==> src/pmcg_consts.vh <==
// Constants for the power mode and clock gating block.
// Assumes it is included by bare name from the block's design file.
`ifndef PMCG_CONSTS_VH
`define PMCG_CONSTS_VH

// Power control register layout
`define PMCG_PCR_W 2
`define PMCG_ARM_IDLE_BIT 0
`define PMCG_ARM_PD_BIT 1
`define PMCG_PCR_RESET 2'h0
`define PMCG_ARM_IDLE_ONLY 2'h1
`define PMCG_ARM_PD_ONLY 2'h2

// Sequence lengths, in clock output cycles
`define PMCG_CNT_W 4
`define PMCG_CNT_ZERO 4'h0
`define PMCG_CNT_ONE 4'h1
`define PMCG_IRQ_START_CYC 4'h7
`define PMCG_IRQ_RESP_CYC 4'h6
`define PMCG_NMI_START_CYC 4'h2
`define PMCG_NMI_RESP_CYC 4'h6
`define PMCG_IDLE_TSTATE_CYC 4'h1
`define PMCG_HOLD_START_CYC 4'h1
`define PMCG_HOLD_ACK_CYC 4'h1
`define PMCG_HOLD_END_CYC 4'h1
`define PMCG_PD_RUN_CYC 4'h1
`define PMCG_PD_PRESENT_CYC 4'h2

// Vector address fetched for a non-maskable interrupt
`define PMCG_ADDR_W 20
`define PMCG_NMI_VECTOR 20'h0_0008
`define PMCG_ADDR_RESET 20'h0_0000

// Clock output divider
`define PMCG_DIV_W 4
`define PMCG_DIV_ZERO 4'h0
`define PMCG_DIV_ONE 4'h1
`define PMCG_CLOCK_OUTPUT_RESET 1'b1

`endif

==> src/pmcg_power_mode_clock_gating.v <==
// Power mode sequencer: gates core and peripheral clocks and the oscillator.
// Assumes the core, interrupt unit and refresh unit share clk; hold request,
// non-maskable interrupt and oscillator stable arrive asynchronously.
// Functional notes
// - Armed mode entered only on halt
// - Both or neither armed: stay active
// - Idle freezes core clock, peripherals run
// - Idle refresh: start, idle state, run, idle
// - Ready, waits, chip selects live in refresh
// - Hold restarts core, acknowledge one later
// - Hold removed: acknowledge drops as core stops
// - Pending refresh withdraws hold acknowledge
// - Unmasked interrupt exits idle for good
// - Interrupt: start after seven, acknowledge six
// - Interrupt service leaves control register alone
// - NMI in idle: restart two, vector six
// - NMI exit leaves control register unchanged
// - Reset: active mode, register cleared
// - Powerdown stops all clocks and oscillator
// - Powerdown ignores hold and refresh
// - Halt second state stops clocks, oscillator next
// - Clock input isolated during powerdown
// - Clock output held high in powerdown
// - NMI wakes oscillator, gate after stable
// - Stable: one cycle, clocks, two, six
// - Arming bits reset zero, request next halt
`include "pmcg_consts.vh"

module pmcg_power_mode_clock_gating #(
    parameter [3:0] CLOCK_OUTPUT_HALF = 4'h1 // Clk cycles per clock output half period
) (
    // Clock and reset
    input wire clk,
    input wire rstn,
    // Core side: halt cycle and power control register write
    input wire halt_t2,
    input wire pcr_wr,
    input wire [`PMCG_PCR_W-1:0] pcr_wdata,
    output wire [`PMCG_PCR_W-1:0] power_control_reg,
    // Clock gating enables
    output wire core_clk_en,
    output wire periph_clk_en,
    output wire ready_cs_clk_en,
    output wire clock_output,
    // Oscillator control
    output wire osc_enable,
    output wire osc_delay_pin,
    output wire clock_input_isolate,
    input wire oscillator_stable,
    // Refresh unit and bus interface unit
    output wire refresh_tick,
    input wire refresh_req,
    output wire refresh_go,
    input wire refresh_done,
    // Bus hold
    input wire bus_hold_req,
    output wire bus_hold_ack,
    // Interrupts
    input wire irq_unmasked_req,
    output wire irq_acknowledge,
    input wire nmi_req,
    output wire nmi_to_core,
    output wire nmi_vector_fetch,
    output wire [`PMCG_ADDR_W-1:0] nmi_vector_addr,
    // Mode indication
    output wire mode_idle,
    output wire mode_powerdown
);

    // One-hot sequencer states
    localparam [19:0] S_ACTIVE = 20'h0_0001;
    localparam [19:0] S_IDLE = 20'h0_0002;
    localparam [19:0] S_REF_WAIT = 20'h0_0004;
    localparam [19:0] S_REF_T0 = 20'h0_0008;
    localparam [19:0] S_REF_RUN = 20'h0_0010;
    localparam [19:0] S_REF_TI = 20'h0_0020;
    localparam [19:0] S_HOLD_START = 20'h0_0040;
    localparam [19:0] S_HOLD_CORE = 20'h0_0080;
    localparam [19:0] S_HOLD_ON = 20'h0_0100;
    localparam [19:0] S_HOLD_REF = 20'h0_0200;
    localparam [19:0] S_HOLD_END = 20'h0_0400;
    localparam [19:0] S_IRQ_WAIT = 20'h0_0800;
    localparam [19:0] S_IRQ_RESP = 20'h0_1000;
    localparam [19:0] S_NMI_WAIT = 20'h0_2000;
    localparam [19:0] S_NMI_RESP = 20'h0_4000;
    localparam [19:0] S_PD_ENTER = 20'h0_8000;
    localparam [19:0] S_PD = 20'h1_0000;
    localparam [19:0] S_PD_OSC = 20'h2_0000;
    localparam [19:0] S_PD_RUN = 20'h4_0000;
    localparam [19:0] S_PD_NMI = 20'h8_0000;

    // State groups used by the gating outputs
    localparam [19:0] G_CORE_ON = S_ACTIVE | S_REF_T0 | S_REF_RUN | S_REF_TI |
        S_HOLD_CORE | S_HOLD_ON | S_HOLD_REF | S_HOLD_END |
        S_IRQ_RESP | S_NMI_RESP | S_PD_NMI;
    localparam [19:0] G_PERIPH_OFF = S_PD_ENTER | S_PD | S_PD_OSC | S_PD_RUN;
    localparam [19:0] G_FREEZE = S_PD | S_PD_OSC;
    localparam [19:0] G_OSC_OFF = S_PD | S_PD_OSC;
    localparam [19:0] G_IDLE = S_IDLE | S_REF_WAIT | S_REF_T0 | S_REF_RUN |
        S_REF_TI | S_HOLD_START | S_HOLD_CORE | S_HOLD_ON | S_HOLD_REF |
        S_HOLD_END | S_IRQ_WAIT | S_NMI_WAIT;

    // True when the state lies in a group
    function in_grp;
        input [19:0] st;
        input [19:0] grp;
        begin
            in_grp = |(st & grp);
        end
    endfunction

    // Sequencer and counters
    reg [19:0] state_r; // Current sequencer state
    reg [19:0] state_nxt; // Next sequencer state
    reg [`PMCG_CNT_W-1:0] cnt_r; // Clock output cycles spent in this state
    reg [`PMCG_CNT_W-1:0] cnt_nxt;
    reg [`PMCG_PCR_W-1:0] pcr_r; // Arming bits
    reg [`PMCG_ADDR_W-1:0] vec_r; // Vector address presented at fetch

    // Clock output divider
    reg [`PMCG_DIV_W-1:0] div_r; // Half period counter
    reg clock_output_r; // Clock output level

    // Synchronisers for asynchronous inputs
    reg hold_m_r;
    reg hold_s_r;
    reg nmi_m_r;
    reg nmi_s_r;
    reg osc_m_r;
    reg osc_s_r;

    // Strobes from the sequencer
    reg ref_go_nxt; // Start of refresh bus cycle
    reg irq_ack_nxt; // Start of interrupt acknowledge
    reg nmi_pres_nxt; // Interrupt handed to core
    reg nmi_fetch_nxt; // Vector fetch begins

    wire freeze; // Clock output held high
    wire div_wrap; // Half period ends this cycle
    wire tick_fall; // Clock output falls at this edge
    wire tick_rise; // Clock output rises at this edge
    wire [`PMCG_DIV_W-1:0] div_last;

    assign div_last = CLOCK_OUTPUT_HALF - `PMCG_DIV_ONE;

    assign freeze = in_grp(state_r, G_FREEZE);
    assign div_wrap = (div_r == div_last);
    assign tick_fall = !freeze && div_wrap && clock_output_r;
    assign tick_rise = !freeze && div_wrap && !clock_output_r;

    // Clock output divider; held high while frozen so the pin sits at one
    always @(posedge clk or negedge rstn) begin
        if (!rstn) begin
            div_r <= `PMCG_DIV_ZERO;
            clock_output_r <= `PMCG_CLOCK_OUTPUT_RESET;
        end else if (freeze) begin
            div_r <= `PMCG_DIV_ZERO;
            clock_output_r <= 1'b1;
        end else if (div_wrap) begin
            div_r <= `PMCG_DIV_ZERO;
            clock_output_r <= ~clock_output_r;
        end else begin
            div_r <= div_r + `PMCG_DIV_ONE;
        end
    end

    // Two-flop synchronisers; only the second stage is read by logic
    always @(posedge clk or negedge rstn) begin
        if (!rstn) begin
            hold_m_r <= 1'b0;
            hold_s_r <= 1'b0;
            nmi_m_r <= 1'b0;
            nmi_s_r <= 1'b0;
            osc_m_r <= 1'b0;
            osc_s_r <= 1'b0;
        end else begin
            hold_m_r <= bus_hold_req;
            hold_s_r <= hold_m_r;
            nmi_m_r <= nmi_req;
            nmi_s_r <= nmi_m_r;
            osc_m_r <= oscillator_stable;
            osc_s_r <= osc_m_r;
        end
    end

    // Arming bits; only an explicit write or reset changes them
    always @(posedge clk or negedge rstn) begin
        if (!rstn) begin
            pcr_r <= `PMCG_PCR_RESET;
        end else if (pcr_wr) begin
            pcr_r <= pcr_wdata;
        end
    end

    // Next state; every timed wait counts clock output falling edges, except powerdown entry, which waits for a rising edge
    always @* begin
        state_nxt = state_r;
        ref_go_nxt = 1'b0;
        irq_ack_nxt = 1'b0;
        nmi_pres_nxt = 1'b0;
        nmi_fetch_nxt = 1'b0;
        case (state_r)
            S_ACTIVE: begin
                if (halt_t2) begin
                    if (pcr_r == `PMCG_ARM_IDLE_ONLY) begin
                        state_nxt = S_IDLE;
                    end else if (pcr_r == `PMCG_ARM_PD_ONLY) begin
                        state_nxt = S_PD_ENTER;
                    end
                end
            end
            S_IDLE: begin
                // Wake sources in priority order
                if (nmi_s_r) begin
                    state_nxt = S_NMI_WAIT;
                end else if (irq_unmasked_req) begin
                    state_nxt = S_IRQ_WAIT;
                end else if (hold_s_r) begin
                    state_nxt = S_HOLD_START;
                end else if (refresh_req) begin
                    state_nxt = S_REF_WAIT;
                end
            end
            S_REF_WAIT: begin
                if (tick_fall) begin
                    state_nxt = S_REF_T0;
                end
            end
            S_REF_T0: begin
                if (tick_fall && cnt_r == `PMCG_IDLE_TSTATE_CYC - `PMCG_CNT_ONE) begin
                    ref_go_nxt = 1'b1;
                    state_nxt = S_REF_RUN;
                end
            end
            S_REF_RUN: begin
                // Bus unit runs the dummy read with its own wait states
                if (refresh_done) begin
                    state_nxt = S_REF_TI;
                end
            end
            S_REF_TI: begin
                if (tick_fall && cnt_r == `PMCG_IDLE_TSTATE_CYC - `PMCG_CNT_ONE) begin
                    state_nxt = S_IDLE;
                end
            end
            S_HOLD_START: begin
                if (tick_fall && cnt_r == `PMCG_HOLD_START_CYC - `PMCG_CNT_ONE) begin
                    state_nxt = S_HOLD_CORE;
                end
            end
            S_HOLD_CORE: begin
                if (tick_fall && cnt_r == `PMCG_HOLD_ACK_CYC - `PMCG_CNT_ONE) begin
                    state_nxt = S_HOLD_ON;
                end
            end
            S_HOLD_ON: begin
                if (refresh_req) begin
                    ref_go_nxt = 1'b1;
                    state_nxt = S_HOLD_REF;
                end else if (!hold_s_r) begin
                    state_nxt = S_HOLD_END;
                end
            end
            S_HOLD_REF: begin
                // Re-acknowledge through the core start path once refreshed
                if (refresh_done) begin
                    state_nxt = hold_s_r ? S_HOLD_CORE : S_REF_TI;
                end
            end
            S_HOLD_END: begin
                if (tick_fall && cnt_r == `PMCG_HOLD_END_CYC - `PMCG_CNT_ONE) begin
                    state_nxt = S_IDLE;
                end
            end
            S_IRQ_WAIT: begin
                if (tick_fall && cnt_r == `PMCG_IRQ_START_CYC - `PMCG_CNT_ONE) begin
                    state_nxt = S_IRQ_RESP;
                end
            end
            S_IRQ_RESP: begin
                if (tick_fall && cnt_r == `PMCG_IRQ_RESP_CYC - `PMCG_CNT_ONE) begin
                    irq_ack_nxt = 1'b1;
                    state_nxt = S_ACTIVE;
                end
            end
            S_NMI_WAIT: begin
                if (tick_fall && cnt_r == `PMCG_NMI_START_CYC - `PMCG_CNT_ONE) begin
                    nmi_pres_nxt = 1'b1;
                    state_nxt = S_NMI_RESP;
                end
            end
            S_NMI_RESP: begin
                if (tick_fall && cnt_r == `PMCG_NMI_RESP_CYC - `PMCG_CNT_ONE) begin
                    nmi_fetch_nxt = 1'b1;
                    state_nxt = S_ACTIVE;
                end
            end
            S_PD_ENTER: begin
                if (tick_rise) begin
                    state_nxt = S_PD;
                end
            end
            S_PD: begin
                if (nmi_s_r) begin
                    state_nxt = S_PD_OSC;
                end
            end
            S_PD_OSC: begin
                if (osc_s_r) begin
                    state_nxt = S_PD_RUN;
                end
            end
            S_PD_RUN: begin
                if (tick_fall && cnt_r == `PMCG_PD_RUN_CYC - `PMCG_CNT_ONE) begin
                    state_nxt = S_PD_NMI;
                end
            end
            S_PD_NMI: begin
                if (tick_fall && cnt_r == `PMCG_PD_PRESENT_CYC - `PMCG_CNT_ONE) begin
                    nmi_pres_nxt = 1'b1;
                    state_nxt = S_NMI_RESP;
                end
            end
            default: begin
                state_nxt = S_ACTIVE;
            end
        endcase
    end

    // Cycle counter restarts on every state change
    always @* begin
        if (state_nxt != state_r) begin
            cnt_nxt = `PMCG_CNT_ZERO;
        end else if (tick_fall) begin
            cnt_nxt = cnt_r + `PMCG_CNT_ONE;
        end else begin
            cnt_nxt = cnt_r;
        end
    end

    // Sequencer registers
    always @(posedge clk or negedge rstn) begin
        if (!rstn) begin
            state_r <= S_ACTIVE;
            cnt_r <= `PMCG_CNT_ZERO;
        end else begin
            state_r <= state_nxt;
            cnt_r <= cnt_nxt;
        end
    end

    // Vector address register, loaded when the fetch starts
    always @(posedge clk or negedge rstn) begin
        if (!rstn) begin
            vec_r <= `PMCG_ADDR_RESET;
        end else if (nmi_fetch_nxt) begin
            vec_r <= `PMCG_NMI_VECTOR;
        end
    end

    // Gating is decoded from registered state so the enables cannot glitch
    // core frozen in idle
    assign core_clk_en = in_grp(state_r, G_CORE_ON);
    assign periph_clk_en = !in_grp(state_r, G_PERIPH_OFF);
    assign ready_cs_clk_en = periph_clk_en;
    assign clock_output = clock_output_r;

    // Oscillator: off once entry completes, restarted by the wake sequence
    // oscillator disabled later
    assign osc_enable = !(state_r == S_PD);
    assign osc_delay_pin = (state_r == S_PD_OSC);
    assign clock_input_isolate = in_grp(state_r, G_OSC_OFF);

    // Refresh counter steps on falling clock output while peripherals run
    // decrement on falling edge
    assign refresh_tick = tick_fall && periph_clk_en;
    assign refresh_go = ref_go_nxt;

    assign bus_hold_ack = (state_r == S_HOLD_ON) || (state_r == S_HOLD_END);

    // Interrupt strobes, one clk cycle each
    assign irq_acknowledge = irq_ack_nxt;
    assign nmi_to_core = nmi_pres_nxt;
    assign nmi_vector_fetch = nmi_fetch_nxt;
    assign nmi_vector_addr = vec_r;

    // Mode and register views
    assign mode_idle = in_grp(state_r, G_IDLE);
    assign mode_powerdown = in_grp(state_r, G_PERIPH_OFF);
    assign power_control_reg = pcr_r;

endmodule

==> config.mk <==
export PLATFORM = sky130hd
export DESIGN_NAME = pmcg_power_mode_clock_gating
export DESIGN_NICKNAME = d
export VERILOG_FILES = /design/src/pmcg_power_mode_clock_gating.v
export VERILOG_INCLUDE_DIRS = /design/src
export SDC_FILE = /design/constraint.sdc
export NUM_CORES = 1
export LEC_CHECK = 0
export CORE_MARGIN = 3
export CORE_UTILIZATION = 30
export CTS_CLUSTER_DIAMETER = 80
export DETAILED_ROUTE_END_ITERATION = 10
export DONT_BUFFER_PORTS = 1
export GPL_TIMING_DRIVEN = 0
export PLACE_DENSITY_LB_ADDON = 0.15
export SLEW_MARGIN = 20
export SYNTH_ARGS = -nofsm -noshare
export SYNTH_HDL_FRONTEND = slang
export SYNTH_SLANG_ARGS = --single-unit
==> constraint.sdc <==
create_clock -name clk -period 4.6 [get_ports clk]
set_clock_uncertainty 0.05 [all_clocks]
set_input_delay 1.38 -clock clk [delete_from_list [all_inputs] [get_ports clk]]
set_output_delay 1.38 -clock clk [all_outputs]
set_load 0.01 [all_outputs]
==> results of run 1 <==
## per-stage QoR
step / std cells / hold WS (ns) / instance area [um2] / utilization, % / setup slack [ns]
2_1_floorplan: 365 / 0.281 / 3010 / - / 1.24
3_3_place_gp: 494 / 0.283 / 3180 / 33.9 / 0.581
3_5_place_dp: 494 / 0.288 / 3190 / 34.0 / 0.640
4_1_cts: 502 / 0.309 / 3300 / 35.2 / 0.295
5_1_grt: 502 / 0.312 / 3310 / 35.3 / 0.311
6_report: 502 / 0.304 / 3310 / 35.3 / 0.497
## path summary, 6_finish.rpt
check	endpoint	slack, ns	cells after the start
setup / recovery	nmi_to_core	0.50	5
hold / removal	osc_s_r	0.30	0
setup reg to reg	state_r[19]	1.04	11
hold reg to reg	osc_s_r	0.30	0
max in group asynchronous	clock_output	3.59	0
min in group asynchronous	state_r[13]	0.71	0
## power by group through the flow
| stage | Combinational (mW) | Sequential [mW] | Clock [mW] |
|---|---|---|---|
| 6_report | 0.663 | 0.405 | 0.295 |
| 5_1_grt | 0.731 | 0.410 | 0.317 |
| 4_1_cts | 0.657 | 0.404 | 0.303 |
| 3_5_place_dp | 0.653 | 0.410 | 0 |
| 3_3_place_gp | 0.658 | 0.410 | 0 |
| 2_1_floorplan | 0.494 | 0.400 | 0 |
## layout by cell type, fill, tap and decap left out, drive strengths merged, types with 3 or more instances in the layout
| cell type | instances |
|---|---|
| or2 | 3 |
| nand4b | 5 |
| a21oi | 15 |
| nand2 | 28 |
| and3 | 8 |
| xor2 | 5 |
| nand4 | 11 |
| and4b | 6 |
| a2111oi | 3 |
| o21ai | 15 |
| o22ai | 3 |
| clkbuf | 16 |
| dfrtp | 36 |
| nor2b | 3 |
| nor3 | 16 |
| or4 | 7 |
| inv | 10 |
| conb | 19 |
| buf | 27 |
| o21a | 3 |
| and2 | 3 |
| nand2b | 8 |
| or3 | 4 |
| nor4 | 13 |
| nor3b | 7 |
| xnor2 | 5 |
| a31oi | 4 |
| a21o | 4 |
| nand3 | 15 |
| ha | 6 |
| nor2 | 30 |
## metal layers
metal | track usage (%) | routed length (um)
met1 | 24.3 | 4270
met2 | 27.2 | 4370
met3 | 3.46 | 699
met4 | 6.19 | 293
met5 | 0 | 0
## worst register-to-register path: cells and delay by family (launching register included)
| kind | cells | cell delay [ns] |
|---|---|---|
| AOI/OAI and AO/OA | 2 | 0.73 |
| and+or+nand+nor | 6 | 1.80 |
| adders and majority gates | 1 | 0.16 |
| DFF | 1 | 0.42 |
| buffers and inverters | 2 | 0.26 |
## cell type report
cell class,instances,area [um2],area share (%)
multi-input cells,279,1800,54.5
flip-flops and latches,38,953,28.8
plain buffers,38,239,7.22
well taps,129,161,4.88
clock buffers,5,68.8,2.08
clock inverters,3,45.0,1.36
inverters,10,37.5,1.13
## cells by family after synthesis
logic type | Yosys count | synth area share (%)
AND/OR/NAND/NOR | 176 | 36.3
AO/OA/AOI/OAI | 65 | 15.2
buffers and inverters | 48 | 9.38
flip-flops | 38 | 32.4
XOR/XNOR | 10 | 2.97
adder cells (fa/ha/maj) | 6 | 2.55
multiplexers | 3 | 1.10
other | 1 | 0.127
==> impl_metrics.tcl, run 1 <==
set metrics [dict create \
    layout-area-overhead-vs-synth_pct 12.3 \
    critPathArrivalTime_ns 2.67 \
    route.final.wire_length_um 9640 \
    r2r-start "div_r[0]" \
    postSynthCellCount 347 \
    synth.lib_cells_used.distinct 68 \
    power_switching_mw 0.593 \
    tightest_slew_ns 0.924 \
    cp_cell_sequence "clkbuf_1 > or4_1 > nor4_2 > a32oi_1 > nor2_1" \
    top_register "state_r" \
    cts.repair_timing.setup_buffer_count 0 \
    crit_path_top_delay_cell "or4_1" \
    min_from "osc_m_r" \
    die_width_um 105 \
    switching_share_pct 43.5 \
    total_power_mw 1.36 \
    synthesis.area_um2 2950 \
    antenna_violations_before_repair 0 \
    critPathCaptureType "primary output" \
    cts.htree.levels 2 \
    tritoncts.num_buffers 5 \
    synthDominantCellAreaShare_pct 30.6 \
    yosys_warnings 0 \
    ctsHoldBuffers 0 \
    cts_root_buf "clkbuf_8" \
    wl_per_cell_um 19.2 \
    antennaDiodeCount 0 \
    setup_viol_count_final 0 \
    grt_remaining_overflow 0 \
    cts.reportedPaths.clkPinSlew_ns 0.08 \
    clock_path_buffers 2 \
    yosys_most_used_dff "dfrtp_1" \
    post_cts_resized 0 \
    dp_hpwl_um 7450 \
    vdd_drop_max_uv 199 \
    power.leakage_nw 1.55 \
    layout.nets 390 \
    max_stage_delay_ns 0.68 \
    f_max_mhz 244 \
    dr_total_vias 2812 \
    report.final.hold_viol_count 0 \
    timing.final.crit_share_pct 89.2 \
    grt_start_max_net_pins 39 \
    slew_viol_final 0 \
    headroom_to_the_max_slew_limit_pct 37.9 \
    drt-vias-per-instance 5.60 \
    synth-async-reset-ratio_pct 100 \
    outcome "complete, no violations" \
    floorplan.initialDensity_pct 31.4 \
    cts_tree "built" \
    gp_congestion 0.959 \
    synth_seq_area_share_pct 32.4 \
    crit_path_max_fanout 10 \
    share_clk_of_total_power_pct 21.6 \
    synth-seq-cells 38 \
    portBuffers 0 \
    die_y_um 105 \
    worst-path-buf-inv 1 \
    p_comb_share_pct 48.7 \
    share_of_layout_cells_above_drive_strength_1_pct 15.8 \
    top_regs "state_r (20), cnt_r (4), div_r (4)" \
    timing.critical_path.from_type "flop" \
    grt_first_pass_wirelength_um 15100 \
    top_post_synthesis_cells_by_area "dfrtp_1, buf_4, nor2_1" \
    io_pins 49 \
    first_global_vias 2593 \
    core.rowCount 35 \
    globalRouteTotalUtil_pct 17.6 \
    drc_errors 0 \
    critical_path.startpoint "state_r[10]" \
    synth_top_cells_by_count "dfrtp_1, nor2_1, nand2_1" \
    seqPwrFrac_pct 29.7 \
    yosys.cell_count.top_type "dfrtp_1" \
    hold_path_class "reg -> reg" \
    worstPathRequired_ns 3.17 \
    synth_edf_count 0 \
    die_area_um2 11000 \
    postRouteAntennaNets 0 \
    timing.setup.tns_ns 0 \
    detailedRoute.firstIterationViolations 266 \
    fillerInstances 1002 \
    fin_crit_ns 4.10 \
    rsz_0062_raised_after_global_routing "no" \
    largest_register_ff_count 20 \
    sink_count_of_the_clock_tree 38 \
    powerDensity_nw_per_um2 412 \
    cpLargestDelayFamily "simple AND/OR/NAND/NOR gates" \
    synthDominantAreaCellType "dfrtp_1" \
    worst_setup_path_category "reg -> out" \
    synth.avg_cell_area_um2 8.49 \
    clock_latency_reported_for_the_late_side_of_the_worst_skew_pair_ns 0.31 \
    drtPass1Iterations 5 \
    core_area_um2 9370 \
    maxCapViolations 0 \
    internal_power_mw 0.769 \
]
Power figures use the tool's default switching activity.
==> inputs of run 2 (changes only) <==
- BUFFER_PORTS_ARGS: default -> -buffer_cell sky130_fd_sc_hd__buf_2
- DONT_BUFFER_PORTS: 1 -> default
- SKIP_LAST_GASP: default -> 1
==> impl_metrics.tcl, run 2 (same netlist as run 1, synthesis figures left out) <==
set metrics [dict create \
    leading_cell_types_in_the_layout_fill_and_taps_excluded "dfrtp_1, buf_2, nor2_1" \
    share_of_layout_cells_above_drive_strength_1_pct 21.6 \
    worstHoldPathCells 0 \
    cts_tree "built" \
    worstPathRequired_ns 3.17 \
    post_cts_resized 0 \
    total_power_mw 1.36 \
    cts.htree.levels 2 \
    antenna_violations_before_repair 0 \
    power.leakage_nw 1.67 \
    layout.cells.most_common "dfrtp_1" \
    min_from "hold_m_r" \
    drtPass1Iterations 4 \
    core_area_um2 9370 \
    vdd_drop_max_uv 170 \
    hold_path_class "reg -> reg" \
    layout.nets 419 \
    tritoncts.num_buffers 5 \
    die_y_um 105 \
    timing.critical_path.from_type "flop" \
    portBuffers 29 \
    wl_per_cell_um 18.0 \
    top_register "state_r" \
    io_pins 49 \
    layout-area-overhead-vs-synth_pct 16.4 \
    drc_errors 0 \
    powerDensity_nw_per_um2 398 \
    globalRouteTotalUtil_pct 17.5 \
    maxCapViolations 0 \
    critPathCaptureType "primary output" \
    r2r-start "state_r[0]" \
    setup_viol_count_final 0 \
    place.detailed.instances 523 \
    route.final.wire_length_um 9560 \
    timing.setup.tns_ns 0 \
    top_regs "state_r (20), cnt_r (4), div_r (4)" \
    grt_start_max_net_pins 39 \
    cts_root_buf "clkbuf_8" \
    rsz_0062_raised_after_global_routing "no" \
    core.rowCount 35 \
    floorplan.initialDensity_pct 31.4 \
    ctsHoldBuffers 0 \
    grt_remaining_overflow 0 \
    first_global_vias 2703 \
    die_area_um2 11000 \
    antennaDiodeCount 0 \
    dr_total_vias 2873 \
    sink_count_of_the_clock_tree 38 \
    worst_setup_path_category "reg -> out" \
    cts.reportedPaths.clkPinSlew_ns 0.08 \
    fin_util_pct 36.6 \
    cts.repair_timing.setup_buffer_count 0 \
    drt-vias-per-instance 5.41 \
    clock_latency_reported_for_the_late_side_of_the_worst_skew_pair_ns 0.29 \
    post_dp_cell_area_um2 3340 \
    critical_path.startpoint "state_r[10]" \
    final_cell_count_no_fill 531 \
    largest_register_ff_count 20 \
    grt_first_pass_wirelength_um 15200 \
    gp_congestion 0.916 \
    outcome "complete, no violations" \
    finalInstanceArea_um2 3430 \
    timing.final.crit_share_pct 90.7 \
    critPathArrivalTime_ns 2.74 \
    fin_crit_ns 4.17 \
    die_width_um 105 \
    headroom_to_the_max_slew_limit_pct 40.1 \
    slew_viol_final 0 \
    crit_path_max_fanout 10 \
    clock_path_buffers 2 \
    tightest_slew_ns 0.898 \
    postRouteAntennaNets 0 \
    detailedRoute.firstIterationViolations 253 \
    fillerInstances 1029 \
    dp_hpwl_um 7390 \
    f_max_mhz 240 \
    r2r_cells 7 \
    report.final.hold_viol_count 0 \
]
-- run 2: changes by cell type in the layout (fill, tap and decap cells not counted) --
| cell | change |
|---|---|
| clkinv_2 | +1 |
| clkbuf_1 | +1 |
| bufinv_16 | -1 |
| clkinvlp_4 | -2 |
| clkbuf_8 | +1 |
| buf_2 | +29 |
-- run 2: per-layer routing --
metal	global-route usage [%]	share of wire, %
met1	24.7	46
met2	27.0	45
met3	2.16	5.3
met4	7.22	3.0
met5	0	0
-- run 2: critical path, cell delays in order, from the launching register on --
cell and delay, ns:
dfrtp_1 0.39, clkbuf_1 0.26, or4_1 0.67, nor4_2 0.34, a32oi_1 0.28, nor2_1 0.31
buf_2 0.19
-- run 2: path summary, 6_finish.rpt --
path	endpoint	slack [ns]
worst min-delay path	hold_s_r	0.30
min in group asynchronous	state_r[5]	1.16
worst max register to register	state_r[19]	1.03
worst min register to register	hold_s_r	0.30
worst max-delay path	nmi_to_core	0.43
max in group asynchronous	cnt_r[2]	2.78
-- run 2: power by group --
group          internal (mW)  total [mW]  switching (mW)  leakage (nW)
combinational          0.267       0.718           0.451          1.12
clock                  0.121       0.247           0.126        0.0482
sequential             0.369       0.399          0.0305         0.504
-- run 2: stage by stage --
stage / setup slack [ns] / hold slack, ns
global placement: 0.500 / 0.283
floorplan: 1.24 / 0.281
finish: 0.427 / 0.300
detailed placement: 0.758 / 0.285
global route: 0.261 / 0.323
CTS: 0.424 / 0.303
-- run 2: layout make-up --
cell class | instances | area (um2) | area share [%]
plain buffers | 38 | 239 | 6.97
well taps | 129 | 161 | 4.70
repair buffers | 29 | 145 | 4.23
clock buffers | 7 | 86.3 | 2.52
inverters | 10 | 37.5 | 1.09
multi-input cells | 279 | 1800 | 52.6
clock inverters | 1 | 5.00 | 0.146
flip-flops and latches | 38 | 953 | 27.8
==> inputs of run 3 (changes only) <==
- ABC_AREA: default -> 1
==> impl_metrics.tcl, run 3 <==
set metrics [dict create \
    outcome "complete, no violations" \
    powerDensity_nw_per_um2 421 \
    die_width_um 111 \
    yosys_warnings 0 \
    dp_hpwl_um 8920 \
    antenna_violations_before_repair 0 \
    synth-async-reset-ratio_pct 100 \
    worst_setup_path_category "reg -> out" \
    synthDominantCellAreaShare_pct 27.1 \
    fin_crit_ns 3.64 \
    report.final.hold_viol_count 0 \
    synthesis.area_um2 3330 \
    drt-vias-per-instance 5.10 \
    maxCapViolations 0 \
    synth.lib_cells_used.distinct 40 \
    layout.nets 571 \
    grt_first_pass_wirelength_um 17300 \
    cts.htree.levels 2 \
    die_y_um 111 \
    worstHoldEndpoint "hold_s_r" \
    synth_seq_area_share_pct 28.6 \
    first_global_vias 3141 \
    flop2flop_setup_slack_ns 1.88 \
    sink_count_of_the_clock_tree 38 \
    slew_viol_final 0 \
    ctsHoldBuffers 0 \
    synthDominantAreaCellType "dfrtp_1" \
    share_of_layout_cells_above_drive_strength_1_pct 19.0 \
    drtPass1Iterations 5 \
    cts_root_buf "clkbuf_8" \
    critical_path.startpoint "div_r[0]" \
    crit_path_max_fanout 5 \
    worstPathRequired_ns 3.17 \
    wl_per_cell_um 16.0 \
    portBuffers 29 \
    grt_start_max_net_pins 39 \
    antennaDiodeCount 0 \
    min_from "hold_m_r" \
    r2r_cells 12 \
    r2r-start "state_r[8]" \
    drc_errors 0 \
    worstHoldPathCells 0 \
    headroom_to_the_max_slew_limit_pct 39.0 \
    layout.cells.most_common "nand2_1" \
    yosys.cell_count.top_type "nand2_1" \
    timing.final.crit_share_pct 79.2 \
    synth_edf_count 0 \
    top_register "state_r" \
    worstReg2RegEnd "cnt_r[2]" \
    layout-area-overhead-vs-synth_pct 15.6 \
    yosys_most_used_dff "dfrtp_1" \
    io_pins 49 \
    gp_congestion 0.950 \
    cts_tree "built" \
    hold_path_class "reg -> reg" \
    core_area_um2 10600 \
    cpLargestDelayFamily "simple AND/OR/NAND/NOR gates" \
    core.rowCount 37 \
    detailedRoute.firstIterationViolations 297 \
    vdd_drop_max_uv 171 \
    clock_latency_reported_for_the_late_side_of_the_worst_skew_pair_ns 0.31 \
    crit_path_top_delay_cell "dfrtp_1" \
    cp_cell_sequence "inv_1 > ha_1 > nand2_1 > nor2_1 > nand2_1 > inv_1 > nand3_1 > nand2_1 > nand2_1 > inv_1 > buf_2" \
    postSynthCellCount 499 \
    synth_top_cells_by_count "nand2_1, nor2_1, inv_1" \
    route.final.wire_length_um 11000 \
    post_cts_resized 0 \
    globalRouteTotalUtil_pct 17.4 \
    f_max_mhz 275 \
    die_area_um2 12400 \
    clock_path_buffers 2 \
    critPathCaptureType "primary output" \
    finalHoldWorstSlack_ns 0.305 \
    power.leakage_nw 2.02 \
    setup_viol_count_final 0 \
    fillerInstances 1168 \
    timing.setup.tns_ns 0 \
    dr_total_vias 3516 \
    floorplan.initialDensity_pct 31.5 \
    top_regs "state_r (20), cnt_r (4), div_r (4)" \
    synth.avg_cell_area_um2 6.67 \
    worst-path-buf-inv 4 \
    rsz_0062_raised_after_global_routing "no" \
    top_post_synthesis_cells_by_area "dfrtp_1, nand2_1, nor2_1" \
    tritoncts.num_buffers 5 \
    leading_cell_types_in_the_layout_fill_and_taps_excluded "nand2_1, nor2_1, inv_1" \
    cts.reportedPaths.clkPinSlew_ns 0.09 \
    largest_register_ff_count 20 \
    timing.critical_path.from_type "flop" \
    max_stage_delay_ns 0.42 \
    crit_top_cell "nand2_1" \
    postRouteAntennaNets 0 \
    grt_remaining_overflow 0 \
    cts.repair_timing.setup_buffer_count 0 \
    critPathArrivalTime_ns 2.21 \
    synth-seq-cells 38 \
    tightest_slew_ns 0.915 \
]
==> run 3: cell types whose count changed after synthesis, sizes merged, moves of 7 or more <==
cell | previous run | this run
and3 | 8 | 0
clkbuf | 11 | 0
inv | 10 | 67
nand2 | 28 | 98
nand2b | 8 | 1
nand3 | 15 | 56
nor2 | 30 | 99
nor3b | 7 | 0
nor4 | 13 | 4
o21ai | 15 | 31
or4 | 7 | 0
==> run 3: layer usage <==
| layer | vias to the layer above | track usage [%] | part of all wire, % |
|---|---|---|---|
| met4 | 0 | 5.11 | 2.0 |
| met3 | 16 | 3.21 | 8.0 |
| met5 | - | 0 | 0 |
| met2 | 154 | 28.5 | 45 |
| met1 | 1627 | 23.6 | 44 |
| li1 | 1719 | - | - |
==> run 3: stage by stage <==
stage / utilization (%) / instances / instance area [um2] / setup WS [ns] / power (mW)
6_report: 36.5 / 690 / 3850 / 0.959 / 1.62
4_1_cts: 36.5 / 690 / 3850 / 0.945 / 1.62
3_5_place_dp: 35.2 / 682 / 3710 / 1.24 / 1.25
3_3_place_gp: 35.2 / 682 / 3710 / 1.23 / 1.26
5_1_grt: 36.5 / 690 / 3850 / 0.767 / 1.72
2_1_floorplan: - / 517 / 3400 / 1.55 / 0.999
==> run 3: logic make-up after synthesis <==
family                     count (synthesis)  share of synthesized area (%)
DFF                                       38                           28.6
and+or+nand+nor                          293                           43.1
AOI/OAI and AO/OA                         65                           11.4
other                                      1                          0.113
buffers and inverters                     92                           13.5
adders and majority gates                  6                           2.25
xor gates and xnor gates                   4                           1.05
==> run 3: area by class of cell <==
type / instances / area (um2) / share of cell area [%]
clock buffers: 5 / 68.8 / 1.79
flip-flops and latches: 38 / 953 / 24.8
inverters: 67 / 251 / 6.53
multi-input cells: 387 / 2000 / 51.8
well taps: 136 / 170 / 4.42
repair buffers: 29 / 145 / 3.77
plain buffers: 25 / 196 / 5.10
clock inverters: 3 / 68.8 / 1.79
==> run 3: power by group <==
part | internal (mW) | leakage (nW) | switching (mW)
Combinational | 0.266 | 1.44 | 0.580
Clock | 0.218 | 0.0683 | 0.151
Sequential | 0.369 | 0.504 | 0.0356
Total | 0.853 | 2.02 | 0.767
==> run 3: worst max path at each step <==
stage,end,slack (ns),depth (start not counted)
final,nmi_to_core,0.96,11
after global routing,nmi_to_core,0.77,11
after floorplan,refresh_go,1.55,2
after detailed placement,refresh_go,1.24,4
after CTS,nmi_to_core,0.95,11
after global placement,refresh_go,1.23,4
